File: src/clock_reset_control_map.svh
`ifndef CLOCK_RESET_CONTROL_MAP_SVH
`define CLOCK_RESET_CONTROL_MAP_SVH

// ----------------------------------------------------------------
// Register offsets
// ----------------------------------------------------------------
`define PCC_OFFSET 8'h00
`define STATUS_OFFSET 8'h04

// ----------------------------------------------------------------
// Power and clock control fields
// ----------------------------------------------------------------
`define PCC_MULT_LSB 0
`define PCC_MULT_MSB 5
`define PCC_DIV_LSB 8
`define PCC_DIV_MSB 9
`define PCC_PIN_CLOCK_BIT 12
`define PCC_MULT_RESET 6'h03
`define PCC_DIV_RESET 2'h0
`define PCC_PIN_CLOCK_RESET 1'b0

// ----------------------------------------------------------------
// Status fields
// ----------------------------------------------------------------
`define ST_LOCKED_BIT 0
`define ST_RUNNING_BIT 1
`define ST_RATIO_LSB 2
`define ST_RATIO_MSB 3
`define ST_FROM_PLL_BIT 4

// ----------------------------------------------------------------
// Start-up ratio codes and ratios
// ----------------------------------------------------------------
`define RATIO_CODE_3 2'h0
`define RATIO_CODE_16 2'h1
`define RATIO_CODE_8 2'h2
`define RATIO_CODE_RSVD 2'h3
`define RATIO_3 6'h03
`define RATIO_16 6'h10
`define RATIO_8 6'h08
`define RATIO_DIRECT 6'h01

// ----------------------------------------------------------------
// Timing and defaults
// ----------------------------------------------------------------
`define LOCK_REF_CYCLES 13'h1000
`define RESET_VECTOR_DEFAULT 24'h000000
`define SCAN_WIDTH 8
`define IR_BYPASS 2'h3
`define IR_CAPTURE 2'h1

`endif

File: src/clock_reset_control_pkg.sv
package clock_reset_control_pkg;

    // Start-up sequence states
    typedef enum logic [3:0] {
        SEQ_CAPTURE = 4'h1,
        SEQ_LOCK = 4'h2,
        SEQ_FETCH = 4'h4,
        SEQ_RUN = 4'h8
    } seq_state_type;

    // Test access controller states
    typedef enum logic [15:0] {
        TAP_RESET = 16'h0001,
        TAP_IDLE = 16'h0002,
        TAP_SEL_DR = 16'h0004,
        TAP_CAP_DR = 16'h0008,
        TAP_SHIFT_DR = 16'h0010,
        TAP_EXIT1_DR = 16'h0020,
        TAP_PAUSE_DR = 16'h0040,
        TAP_EXIT2_DR = 16'h0080,
        TAP_UPD_DR = 16'h0100,
        TAP_SEL_IR = 16'h0200,
        TAP_CAP_IR = 16'h0400,
        TAP_SHIFT_IR = 16'h0800,
        TAP_EXIT1_IR = 16'h1000,
        TAP_PAUSE_IR = 16'h2000,
        TAP_EXIT2_IR = 16'h4000,
        TAP_UPD_IR = 16'h8000
    } tap_state_type;

    typedef logic [1:0] ratio_code_type;

endpackage

File: src/crc_links.sv
`timescale 1ns/1ps
// Lock wait handshake between the sequencer and the lock timer
interface lock_if;
    logic start;
    logic ref_edge;
    logic done;
    modport ctl (output start, output ref_edge, input done);
    modport timer (input start, input ref_edge, output done);
endinterface

// Test port signals between the top and the scan controller
interface tap_if;
    logic tck;
    logic tms;
    logic tdi;
    logic tdo;
    logic tdo_oe;
    logic [7:0] capture_bits;
    modport ctl (output tck, output tms, output tdi, output capture_bits, input tdo, input tdo_oe);
    modport tap (input tck, input tms, input tdi, input capture_bits, output tdo, output tdo_oe);
endinterface

File: src/lock_timer.sv
`timescale 1ns/1ps
`include "clock_reset_control_map.svh"
module lock_timer (
    input wire logic mclk,
    input wire logic rst_n,
    lock_if.timer lk
);
    import clock_reset_control_pkg::*;

    logic [12:0] count_q;
    logic [12:0] count_d;
    logic done_q;
    wire reached = (count_q == (`LOCK_REF_CYCLES - 13'h0001)) && lk.ref_edge;

    // ----------------------------------------------------------------
    // Count reference edges while the wait is open
    // ----------------------------------------------------------------
    assign count_d = !lk.start ? 13'h0000 : (lk.ref_edge && !done_q) ? count_q + 13'h0001 : count_q;

    always_ff @(posedge mclk or negedge rst_n) begin
        if (!rst_n) begin
            count_q <= 13'h0000;
            done_q <= 1'b0;
        end else begin
            count_q <= count_d;
            done_q <= lk.start && (done_q || reached);
        end
    end

    assign lk.done = done_q;
endmodule

File: src/scan_tap.sv
`timescale 1ns/1ps
`include "clock_reset_control_map.svh"
module scan_tap (
    input wire logic mclk,
    input wire logic rst_n,
    tap_if.tap tp
);
    import clock_reset_control_pkg::*;

    tap_state_type state_q;
    tap_state_type state_d;
    logic tck_prev_q;
    logic [1:0] ir_q;
    logic [`SCAN_WIDTH-1:0] scan_q;
    logic bypass_q;
    logic tdo_q;
    logic tdo_oe_q;
    wire tck_rise = tp.tck && !tck_prev_q;
    wire tck_fall = !tp.tck && tck_prev_q;
    wire sel_bypass = (ir_q == `IR_BYPASS);
    wire shifting = (state_q == TAP_SHIFT_DR) || (state_q == TAP_SHIFT_IR);
    wire out_bit = (state_q == TAP_SHIFT_IR) ? ir_q[0] : sel_bypass ? bypass_q : scan_q[0];

    // ----------------------------------------------------------------
    // Controller stepped by the mode select input
    // ----------------------------------------------------------------
    always_comb begin
        unique case (state_q)
            TAP_RESET: state_d = tp.tms ? TAP_RESET : TAP_IDLE;
            TAP_IDLE: state_d = tp.tms ? TAP_SEL_DR : TAP_IDLE;
            TAP_SEL_DR: state_d = tp.tms ? TAP_SEL_IR : TAP_CAP_DR;
            TAP_CAP_DR: state_d = tp.tms ? TAP_EXIT1_DR : TAP_SHIFT_DR;
            TAP_SHIFT_DR: state_d = tp.tms ? TAP_EXIT1_DR : TAP_SHIFT_DR;
            TAP_EXIT1_DR: state_d = tp.tms ? TAP_UPD_DR : TAP_PAUSE_DR;
            TAP_PAUSE_DR: state_d = tp.tms ? TAP_EXIT2_DR : TAP_PAUSE_DR;
            TAP_EXIT2_DR: state_d = tp.tms ? TAP_UPD_DR : TAP_SHIFT_DR;
            TAP_UPD_DR: state_d = tp.tms ? TAP_SEL_DR : TAP_IDLE;
            TAP_SEL_IR: state_d = tp.tms ? TAP_RESET : TAP_CAP_IR;
            TAP_CAP_IR: state_d = tp.tms ? TAP_EXIT1_IR : TAP_SHIFT_IR;
            TAP_SHIFT_IR: state_d = tp.tms ? TAP_EXIT1_IR : TAP_SHIFT_IR;
            TAP_EXIT1_IR: state_d = tp.tms ? TAP_UPD_IR : TAP_PAUSE_IR;
            TAP_PAUSE_IR: state_d = tp.tms ? TAP_EXIT2_IR : TAP_PAUSE_IR;
            TAP_EXIT2_IR: state_d = tp.tms ? TAP_UPD_IR : TAP_SHIFT_IR;
            TAP_UPD_IR: state_d = tp.tms ? TAP_SEL_DR : TAP_IDLE;
            default: state_d = TAP_RESET;
        endcase
    end

    // ----------------------------------------------------------------
    // Shift paths advance on the test clock rising edge
    // ----------------------------------------------------------------
    always_ff @(posedge mclk or negedge rst_n) begin
        if (!rst_n) begin
            tck_prev_q <= 1'b0;
            state_q <= TAP_RESET;
            ir_q <= `IR_BYPASS;
            scan_q <= '0;
            bypass_q <= 1'b0;
        end else begin
            tck_prev_q <= tp.tck;
            if (tck_rise) begin
                state_q <= state_d;
                if (state_q == TAP_RESET) ir_q <= `IR_BYPASS;
                if (state_q == TAP_CAP_IR) ir_q <= `IR_CAPTURE;
                if (state_q == TAP_SHIFT_IR) ir_q <= {tp.tdi, ir_q[1]};
                if (state_q == TAP_CAP_DR) scan_q <= tp.capture_bits;
                if (state_q == TAP_CAP_DR) bypass_q <= 1'b0;
                if (state_q == TAP_SHIFT_DR && !sel_bypass) scan_q <= {tp.tdi, scan_q[`SCAN_WIDTH-1:1]};
                if (state_q == TAP_SHIFT_DR && sel_bypass) bypass_q <= tp.tdi;
            end
        end
    end

    // Output changes on the falling edge and floats outside shifting
    always_ff @(posedge mclk or negedge rst_n) begin
        if (!rst_n) begin
            tdo_q <= 1'b0;
            tdo_oe_q <= 1'b0;
        end else if (tck_fall) begin
            tdo_q <= out_bit;
            tdo_oe_q <= shifting;
        end
    end

    assign tp.tdo = tdo_q;
    assign tp.tdo_oe = tdo_oe_q;
endmodule

File: src/clock_reset_control.sv
// Function
// - After reset release, wait 4096 reference clock edges for PLL lock.
// - After lock wait, start fetching at the fixed reset vector address.
// - Bit 12 of control register picks PLL clock or core reset on output.
// - Shared output defaults to reset-out after reset.
// - Reset-out mode presents internal core reset on the shared output.
// - Core clock comes from PLL or directly from reference, per ratio pins.
// - Start-up ratio pins are sampled as the initial clock setting.
// - Multiplier and divider writes change frequency any time after core reset.
// - Mode select input steers the test access state machine.
// - Data in shifts through scan logic; data out floats when not shifting.
// - Ratio codes: 00 is 3:1, 01 is 16:1, 10 is 8:1, 11 reserved.
`timescale 1ns/1ps
`include "clock_reset_control_map.svh"
module clock_reset_control #(
    parameter logic [23:0] RESET_VECTOR = `RESET_VECTOR_DEFAULT
) (
    input wire logic mclk,
    input wire logic rst_n,
    input wire logic reference_clock_in,
    input wire clock_reset_control_pkg::ratio_code_type startup_ratio_select,
    input wire logic [7:0] reg_addr,
    input wire logic [31:0] reg_wdata,
    input wire logic reg_write,
    input wire logic reg_read,
    input wire logic tck,
    input wire logic tms,
    input wire logic tdi,
    output logic [31:0] reg_rdata,
    output logic crystal_drive_out,
    output logic reset_output,
    output logic core_reset_n,
    output logic core_clock_from_pll,
    output logic [5:0] core_ratio,
    output logic [1:0] core_divider,
    output logic fetch_start,
    output logic [23:0] fetch_address,
    output logic tdo,
    output logic tdo_oe
);
    import clock_reset_control_pkg::*;

    // ----------------------------------------------------------------
    // Helpers
    // ----------------------------------------------------------------
    // Map a start-up ratio code onto a multiplier value
    function automatic logic [5:0] ratio_of(input ratio_code_type code);
        logic [5:0] r;
        r = `RATIO_DIRECT;
        unique case (code)
            `RATIO_CODE_3: r = `RATIO_3;
            `RATIO_CODE_16: r = `RATIO_16;
            `RATIO_CODE_8: r = `RATIO_8;
            `RATIO_CODE_RSVD: r = `RATIO_DIRECT;
        endcase
        return r;
    endfunction

    // ----------------------------------------------------------------
    // State
    // ----------------------------------------------------------------
    seq_state_type seq_q;
    seq_state_type seq_d;
    ratio_code_type ratio_code_q;
    logic [5:0] mult_q;
    logic [1:0] div_q;
    logic pin_clock_sel_q;
    logic core_reset_q;
    logic fetch_q;
    logic [23:0] fetch_addr_q;
    logic ref_prev_q;
    logic osc_drive_q;
    logic [7:0] pll_cnt_q;
    logic pll_clk_q;
    logic shared_out_q;
    logic [31:0] rdata_q;

    lock_if lk ();
    tap_if tp ();

    // ----------------------------------------------------------------
    // Register bus decode
    // ----------------------------------------------------------------
    wire hit_pcc = (reg_addr == `PCC_OFFSET);
    wire hit_status = (reg_addr == `STATUS_OFFSET);
    wire core_running = (seq_q == SEQ_FETCH) || (seq_q == SEQ_RUN);
    wire pcc_write = reg_write && hit_pcc;
    wire freq_write = pcc_write && core_running;
    wire from_pll = (ratio_code_q != `RATIO_CODE_RSVD);
    wire ref_edge = reference_clock_in && !ref_prev_q;

    // Read views of both registers
    logic [31:0] pcc_view;
    logic [31:0] status_view;
    always_comb begin
        pcc_view = 32'h00000000;
        pcc_view[`PCC_MULT_MSB:`PCC_MULT_LSB] = mult_q;
        pcc_view[`PCC_DIV_MSB:`PCC_DIV_LSB] = div_q;
        pcc_view[`PCC_PIN_CLOCK_BIT] = pin_clock_sel_q;
        status_view = 32'h00000000;
        status_view[`ST_LOCKED_BIT] = lk.done;
        status_view[`ST_RUNNING_BIT] = core_running;
        status_view[`ST_RATIO_MSB:`ST_RATIO_LSB] = ratio_code_q;
        status_view[`ST_FROM_PLL_BIT] = from_pll;
    end

    wire [31:0] rdata_d = !reg_read ? 32'h00000000 : hit_pcc ? pcc_view : hit_status ? status_view : 32'h00000000;

    // ----------------------------------------------------------------
    // Start-up sequencer
    // ----------------------------------------------------------------
    always_comb begin
        unique case (seq_q)
            SEQ_CAPTURE: seq_d = SEQ_LOCK;
            SEQ_LOCK: seq_d = lk.done ? SEQ_FETCH : SEQ_LOCK;
            SEQ_FETCH: seq_d = SEQ_RUN;
            SEQ_RUN: seq_d = SEQ_RUN;
            default: seq_d = SEQ_CAPTURE;
        endcase
    end

    assign lk.start = (seq_q != SEQ_CAPTURE);
    assign lk.ref_edge = ref_edge;
    wire core_reset_d = !((seq_q == SEQ_LOCK && lk.done) || core_running);

    // Sequencer state and reset release
    always_ff @(posedge mclk or negedge rst_n) begin
        if (!rst_n) begin
            seq_q <= SEQ_CAPTURE;
            core_reset_q <= 1'b1;
            fetch_q <= 1'b0;
            fetch_addr_q <= 24'h000000;
        end else begin
            seq_q <= seq_d;
            core_reset_q <= core_reset_d;
            fetch_q <= (seq_q == SEQ_LOCK) && lk.done;
            if ((seq_q == SEQ_LOCK) && lk.done) fetch_addr_q <= RESET_VECTOR;
        end
    end

    // ----------------------------------------------------------------
    // Clock configuration
    // ----------------------------------------------------------------
    // Ratio pins are caught in the first cycle after reset release
    always_ff @(posedge mclk or negedge rst_n) begin
        if (!rst_n) begin
            ratio_code_q <= `RATIO_CODE_3;
            mult_q <= `PCC_MULT_RESET;
            div_q <= `PCC_DIV_RESET;
            pin_clock_sel_q <= `PCC_PIN_CLOCK_RESET;
        end else begin
            if (seq_q == SEQ_CAPTURE) begin
                ratio_code_q <= startup_ratio_select;
                mult_q <= ratio_of(startup_ratio_select);
            end else if (freq_write) begin
                mult_q <= reg_wdata[`PCC_MULT_MSB:`PCC_MULT_LSB];
                div_q <= reg_wdata[`PCC_DIV_MSB:`PCC_DIV_LSB];
            end
            if (pcc_write) pin_clock_sel_q <= reg_wdata[`PCC_PIN_CLOCK_BIT];
        end
    end

    // ----------------------------------------------------------------
    // Oscillator drive and emulated PLL clock
    // ----------------------------------------------------------------
    // The PLL clock half period follows the divider field
    wire [7:0] pll_half = {6'h00, div_q} + 8'h01;
    wire pll_wrap = (pll_cnt_q >= pll_half - 8'h01);

    always_ff @(posedge mclk or negedge rst_n) begin
        if (!rst_n) begin
            ref_prev_q <= 1'b0;
            osc_drive_q <= 1'b1;
            pll_cnt_q <= 8'h00;
            pll_clk_q <= 1'b0;
        end else begin
            ref_prev_q <= reference_clock_in;
            osc_drive_q <= !reference_clock_in;
            pll_cnt_q <= pll_wrap ? 8'h00 : pll_cnt_q + 8'h01;
            if (pll_wrap) pll_clk_q <= !pll_clk_q;
        end
    end

    // ----------------------------------------------------------------
    // Shared reset/clock output and read data
    // ----------------------------------------------------------------
    // Reset-out takes the next core reset so core and pin release on one edge
    wire shared_out_d = pin_clock_sel_q ? pll_clk_q : !core_reset_d;

    always_ff @(posedge mclk or negedge rst_n) begin
        if (!rst_n) begin
            shared_out_q <= 1'b0;
            rdata_q <= 32'h00000000;
        end else begin
            shared_out_q <= shared_out_d;
            rdata_q <= rdata_d;
        end
    end

    // ----------------------------------------------------------------
    // Test access port
    // ----------------------------------------------------------------
    assign tp.tck = tck;
    assign tp.tms = tms;
    assign tp.tdi = tdi;
    assign tp.capture_bits = {startup_ratio_select, shared_out_q, core_reset_q, from_pll, fetch_q, osc_drive_q,
                              reference_clock_in};

    scan_tap u_tap (
        .mclk(mclk),
        .rst_n(rst_n),
        .tp(tp)
    );

    lock_timer u_lock (
        .mclk(mclk),
        .rst_n(rst_n),
        .lk(lk)
    );

    // ----------------------------------------------------------------
    // Outputs
    // ----------------------------------------------------------------
    assign reg_rdata = rdata_q;
    assign crystal_drive_out = osc_drive_q;
    assign reset_output = shared_out_q;
    assign core_reset_n = !core_reset_q;
    assign core_clock_from_pll = from_pll;
    assign core_ratio = mult_q;
    assign core_divider = div_q;
    assign fetch_start = fetch_q;
    assign fetch_address = fetch_addr_q;
    assign tdo = tp.tdo;
    assign tdo_oe = tp.tdo_oe;
endmodule

File: config.mk
export PLATFORM = sky130hd
export DESIGN_NAME = clock_reset_control
export DESIGN_NICKNAME = d
export VERILOG_FILES = /design/src/clock_reset_control_pkg.sv /design/src/crc_links.sv /design/src/lock_timer.sv /design/src/scan_tap.sv /design/src/clock_reset_control.sv
export VERILOG_INCLUDE_DIRS = /design/src /design/src/src
export SDC_FILE = /design/constraint.sdc
export NUM_CORES = 1
export LEC_CHECK = 0
export ABC_AREA = 1
export BUFFER_PORTS_ARGS = -buffer_cell sky130_fd_sc_hd__buf_2
export CAP_MARGIN = 40
export CELL_PAD_IN_SITES_DETAIL_PLACEMENT = 0
export CELL_PAD_IN_SITES_GLOBAL_PLACEMENT = 2
export CORE_MARGIN = 3
export CORE_UTILIZATION = 32
export CTS_CLUSTER_DIAMETER = 120
export DETAILED_ROUTE_END_ITERATION = 6
export PLACE_DENSITY_LB_ADDON = 0.2
export SETUP_SLACK_MARGIN = 0.3
export SLEW_MARGIN = 5
export SYNTH_ARGS = -nofsm -noshare
export SYNTH_HDL_FRONTEND = slang
export SYNTH_SLANG_ARGS = --single-unit
File: constraint.sdc
create_clock -name mclk -period 3.2 [get_ports mclk]
set_clock_uncertainty 0.05 [all_clocks]
set_input_delay 0.32 -clock mclk [delete_from_list [all_inputs] [get_ports mclk]]
set_output_delay 0.32 -clock mclk [all_outputs]
set_load 0.03 [all_outputs]
### Word-level counts from Yosys, hierarchy flattened

Index checks and enable logic that the tools add are counted.

* logic and storage cells: 129
* register bits: 86
* output and inout port bits: 71
* input bits: 50

* add/subtract/negate cells: 4
* equality and inequality tests: 29
* reduce and logical (&&, ||, !) cells: 38
* bitwise gates (word level): 1
* $lt $le $gt $ge: 1
* multiplexer cells: 34

Operator list (count)
* 16-bit one-hot mux with 12 select lines: 1
* 13-bit two-way mux: 5
* 16-bit two-way mux: 2
* 8-bit two-way mux: 4
* 6-bit one-hot mux with 4 select lines: 1
* 6-bit two-way mux: 3
* 9-bit two-way mux: 2
* 16-bit by 1-bit equality test with 1-bit output, second input constant: 1
* 16-bit by 10-bit equality test with 1-bit output, second input constant: 1
* 16-bit by 11-bit equality test with 1-bit output, second input constant: 1
* 16-bit by 12-bit equality test with 1-bit output, second input constant: 1
* 16-bit by 13-bit equality test with 1-bit output, second input constant: 1
* 16-bit by 14-bit equality test with 1-bit output, second input constant: 1
* 16-bit by 15-bit equality test with 1-bit output, second input constant: 1
* 16-bit equality test, second input constant: 1
* 16-bit by 2-bit equality test with 1-bit output, second input constant: 1
* 16-bit by 3-bit equality test with 1-bit output, second input constant: 1
* 16-bit by 4-bit equality test with 1-bit output, second input constant: 1
* 16-bit by 5-bit equality test with 1-bit output, second input constant: 1
* 16-bit by 6-bit equality test with 1-bit output, second input constant: 1
* 16-bit by 7-bit equality test with 1-bit output, second input constant: 1
* 16-bit by 8-bit equality test with 1-bit output, second input constant: 1
* 16-bit by 9-bit equality test with 1-bit output, second input constant: 1
* 15-bit two-way mux: 1
* other kinds (33): 72

### Longest topological paths before layout

* depth in word-level cells: 5
* mapped depth: 11
* gate-level depth less buffers: 11

### By module

A second synthesis with hierarchy kept.

* cell total of the unflattened synthesis: 563
* area total of the unflattened synthesis: 4496.8 µm²

By module, submodules not included
* clock_reset_control: area each 1926.8 µm², seq. area each 932.1 µm², cells an instance 213, times used 1
* scan_tap: area each 1751.7 µm², seq. area each 754.5 µm², cells an instance 241, times used 1
* lock_timer: area each 818.3 µm², seq. area each 350.3 µm², cells an instance 109, times used 1

### Worst setup path before layout

OpenSTA, ideal clock, no wires.

* path type: register to register
* start point: register div_q[1] (netlist: core_divider[1])
* end point: register pll_clk_q
* buffers on the path: 0
* setup slack: 1648 ps
* required time: 3022 ps
* stages on the path, launching flop included: 6
* setup time: 128 ps
* clock period less this slack: 1552 ps
* arrival time: 1374 ps
* cells stage by stage: dfrtp_1 inv_1 ha_1 nor4_1 nand3_1 xor2_1

* longest elaborated chain between the ends: 3

Ends and longest elaborated chain
* from (decl): line clock_reset_control.sv:66 `logic [1:0] div_q;`
* from (signal assigned): line clock_reset_control.sv:149 `` div_q <= `PCC_DIV_RESET; ``
* from (signal assigned): line clock_reset_control.sv:157 `` div_q <= reg_wdata[`PCC_DIV_MSB:`PCC_DIV_LSB]; ``
* 2-bit by 1-bit adder with 3-bit output: line clock_reset_control.sv:167 `wire [7:0] pll_half = {6'h00, div_q} + 8'h01;`
* 3-bit by 1-bit subtractor with 4-bit output: line clock_reset_control.sv:168 `wire pll_wrap = (pll_cnt_q >= pll_half - 8'h01);`
* 8-bit greater-or-equal comparator: line clock_reset_control.sv:168
* to (signal assigned): line clock_reset_control.sv:180 `if (pll_wrap) pll_clk_q <= !pll_clk_q;`
* to (decl): line clock_reset_control.sv:74 `logic pll_clk_q;`

Every way passes these cells.
A chain may end at the register's enable or synchronous reset.

### Final worst setup path

* start point: register u_tap.state_q[8]
* end point: register u_tap.scan_q[7]

* longest elaborated chain between the ends: 4
* elaborated cells on any way between the ends: 6
* classes of those cells: eq/ne: 2; mux: 1; reduce/logical: 3

Ends and longest elaborated chain
* from (decl): line scan_tap.sv:10 `tap_state_type state_q;`
* from (signal assigned): line scan_tap.sv:62 `state_q <= state_d;`
* 16-bit by 5-bit equality test with 1-bit output: line scan_tap.sv:68 `` if (state_q == TAP_SHIFT_DR && !sel_bypass) scan_q <= {tp.tdi, scan_q[`SCAN_WIDTH-1:1]}; ``
* 1-bit logical AND: line scan_tap.sv:68
* 2-bit nonzero test (no source line)
* 2-bit AND reduction (no source line)
* to (signal assigned): line scan_tap.sv:66 `if (state_q == TAP_CAP_DR) scan_q <= tp.capture_bits;`
* to (signal assigned): line scan_tap.sv:68
* to (decl): line scan_tap.sv:14 `` logic [`SCAN_WIDTH-1:0] scan_q; ``

Several ways; a longest one is shown, not always the timed one.

==> flow_summary.ini <==
[logic_synthesis]
yosys-top-cells-area = dfrtp_1 43%, nand2_1 11%, buf_4 8.1%, inv_1 5.8%, dfstp_2 4.8%
synth_largest_type_area_fraction_pct = 42.53
synth_seq_area_share_pct = 47.36
netlist_instances = 535
yosysTopAreaCell = dfrtp_1
syn_area_um2 = 4354
synth_cell_type_count = 39
ys.flop_type = dfrtp_1
synth_edf_count = 0
yosysWarnings = 0
async_reset_ff_share_pct = 100.0
avgSynthCellArea_um2 = 8.139
ys_ff_latch = 82

[status]
status = complete, no violations

[min_path]
worstHoldStart = tck
hold_path_class = input port to flop
min_path_cells = 1
hold_end = u_tap.tck_prev_q$_DFF_PN0_

[layout]
syn_to_final_growth_pct = 13.53
layout_common_cells = 124 x nand2_1, 74 x dfrtp_1, 67 x inv_1
antenna_cells = 0
final_cell_count_no_fill = 772
final_cell_area_um2 = 4943
final_net_count = 652
nFillCells = 1377
final_common_cell = nand2_1
drive_above_1_share_pct = 17.17

[global_route]
grt.total_usage_pct = 13.95
antenna_found_initial = 0
grt_pass1_vias = 3246
grt-ovfl-total = 0
grt_max_degree = 49
grt_pass1_wl_um = 16290

[place]
placed_area_um2 = 4657
portBuffers = 50
place_congestion = 0.8080
pre_cts_ws_ns = 1.311
placed_cells = 755
place_hpwl_um = 7218

[floorplanning]
dieArea_um2 = 15040
core-area_um2 = 12980
die_h_um = 122.7
start_util_pct = 33.55
io_pins = 121
num_rows = 41
die_w_um = 122.7

[clock_network]
cts_buffer_depth = 2
cts_resized = 0
cts_made_buffers = 9
path_clk_slew_ns = 0.06
insertion_delay_ns = 0.34
h-tree-depth = 3
cts-hold-fix-buffers = 1
root_buffer = clkbuf_16
cts_setup_buffers = 0
cts_tree = done
cts.sinks = 82

[setup_path]
path_class = flop to flop
reg2reg_to = u_tap.scan_q[7]$_DFFE_PN0P_
crit_fanout = 14
reg2reg_slack_ns = 1.34
crit_path_end_kind = flop
ff2ff_path_depth = 7
required_ns = 3.43
crit_arrival_ns = 2.09
timing.rr.start = u_tap.state_q[8]$_DFFE_PN0P_
start_kind = flop

[drt]
wl_um = 9656
dr.pass1.iters = 4
vias = 3388
final_antenna_net_count = 0
dr.first_iter.drc_count = 200
vias_per_cell = 4.389
route.detailed.drc = 0
wl_per_cell_um = 12.51

[power_and_ir_drop]
p_switching_w = 0.0009155
vdd.ir_drop.worst_uv = 234.0
seqPwrFrac_pct = 44.8
p_per_area_nw_per_um2 = 558.1
power_leakage_nw = 2.604
p_int_w = 0.001843
p_clk_share_pct = 35.6
switching_share_pct = 33.18
combPwrFrac_pct = 19.6

[sta]
tns_ns = 0
timing.final.crit_period_ns = 1.861
max-slew-margin-rel_pct = 49.11
setup_violations = 0
rsz0062_at_grt = false
min_period_over_period_pct = 58.14
setup_ws_ns = 1.339
tightest_slew_ns = 0.7626
max_freq_mhz = 537.5
hold_viol = 0
report.final.slew_viol_count = 0

[job]
maxCapViolations = 0
==> metal layers <==
metal  vias up  share of wire, %  GRT usage (%)
met3         9               6.1          4.608
met1      1567                48          18.87
met4         0               1.5          5.038
li1       1729                 -              -
met2        83                45          20.85
met5         -                 0              0
==> sequential cells by signal, summed over array words and instances (netlist names) <==
signal,cells
ratio_code_q,2
crystal_drive_out,1
u_tap.scan_q,8
u_tap.state_q,16
reset_output,1
u_tap.bypass_q,1
core_divider,2
ref_prev_q,1
core_reset_q,1
u_lock.lk.done,1
pll_cnt_q,8
seq_q,4
pll_clk_q,1
reg_rdata,9
u_lock.count_q,13
core_ratio,6
pin_clock_sel_q,1
u_tap.tck_prev_q,1
fetch_start,1
u_tap.tp.tdo,1
u_tap.tp.tdo_oe,1
u_tap.ir_q,2
==> worst max path at each step <==
stage / startpoint / end / slack [ns] / cells after the start
floorplan: core_divider[1]$_DFFE_PN0P_ / pll_clk_q$_DFFE_PN0N_ / 1.65 / 5
global placement: u_tap.state_q[8]$_DFFE_PN0P_ / u_tap.scan_q[6]$_DFFE_PN0P_ / 1.33 / 7
detailed placement: u_tap.state_q[8]$_DFFE_PN0P_ / u_tap.scan_q[7]$_DFFE_PN0P_ / 1.31 / 7
CTS: u_tap.state_q[8]$_DFFE_PN0P_ / u_tap.scan_q[7]$_DFFE_PN0P_ / 1.30 / 7
global route: u_tap.state_q[10]$_DFFE_PN0P_ / u_tap.scan_q[7]$_DFFE_PN0P_ / 1.12 / 7
finish: u_tap.state_q[8]$_DFFE_PN0P_ / u_tap.scan_q[7]$_DFFE_PN0P_ / 1.34 / 7
==> cells by family after synthesis <==
logic type	Yosys count	synth area share, %
XOR/XNOR	2	0.4024
adder cells (fa/ha/maj)	7	2.011
AND/OR/NAND/NOR	241	25.37
other	1	0.08612
AO/OA/AOI/OAI	75	9.569
flip-flops	82	47.36
buffers and inverters	127	15.20
==> power by group through the flow <==
stage	Clock [W]	Sequential [W]	Combinational, W
after floorplan	0	0.00127	0.000422
after global placement	0	0.00125	0.000540
after detailed placement	0	0.00125	0.000548
after CTS	0.00103	0.00124	0.000549
after global routing	0.00107	0.00125	0.000629
final	0.000983	0.00124	0.000540
==> final cells by class <==
| cell class | instances | area, µm² | share of cell area [%] |
|---|---|---|---|
| repair buffers | 53 | 297.8 | 6.024 |
| well taps | 172 | 215.2 | 4.353 |
| inverters | 72 | 270.3 | 5.467 |
| flip-flops and latches | 82 | 2062 | 41.71 |
| clock buffers | 9 | 225.2 | 4.556 |
| clock inverters | 7 | 51.30 | 1.038 |
| multi-input cells | 377 | 1822 | 36.85 |
==> stage by stage <==
step                      total power (W)  utilization [%]  hold slack (ns)
after global placement           0.001792            35.67           0.4092
after detailed placement         0.001802            35.88           0.2747
after global routing             0.002951            38.09          0.05744
after CTS                        0.002818            38.09          0.05652
final                            0.002759            38.09          0.07133
after floorplan                  0.001688                -         -0.02559
==> worst max-delay path, cell delays in order, from the launching register on <==
cell and delay, ns:
dfrtp_1 0.42, nor2_2 0.18, nand2_2 0.14, nor2_8 0.19
nand4_4 0.22, a21oi_4 0.39, o211ai_1 0.14, nand2_1 0.08
==> cell usage after synthesis, drive strengths merged, types with 2 or more instances <==
library cell / number
nand3: 28
nand4: 7
a21oi: 16
o21ai: 43
buf: 49
dfrtp: 74
o211ai: 2
clkbuf: 6
o31ai: 2
xor2: 2
nand2: 129
ha: 7
a31oi: 3
inv: 72
and3: 2
o22ai: 7
dfstp: 8
nor3: 10
nor2: 61
nor4: 2
(Power assumes the default switching activity.)
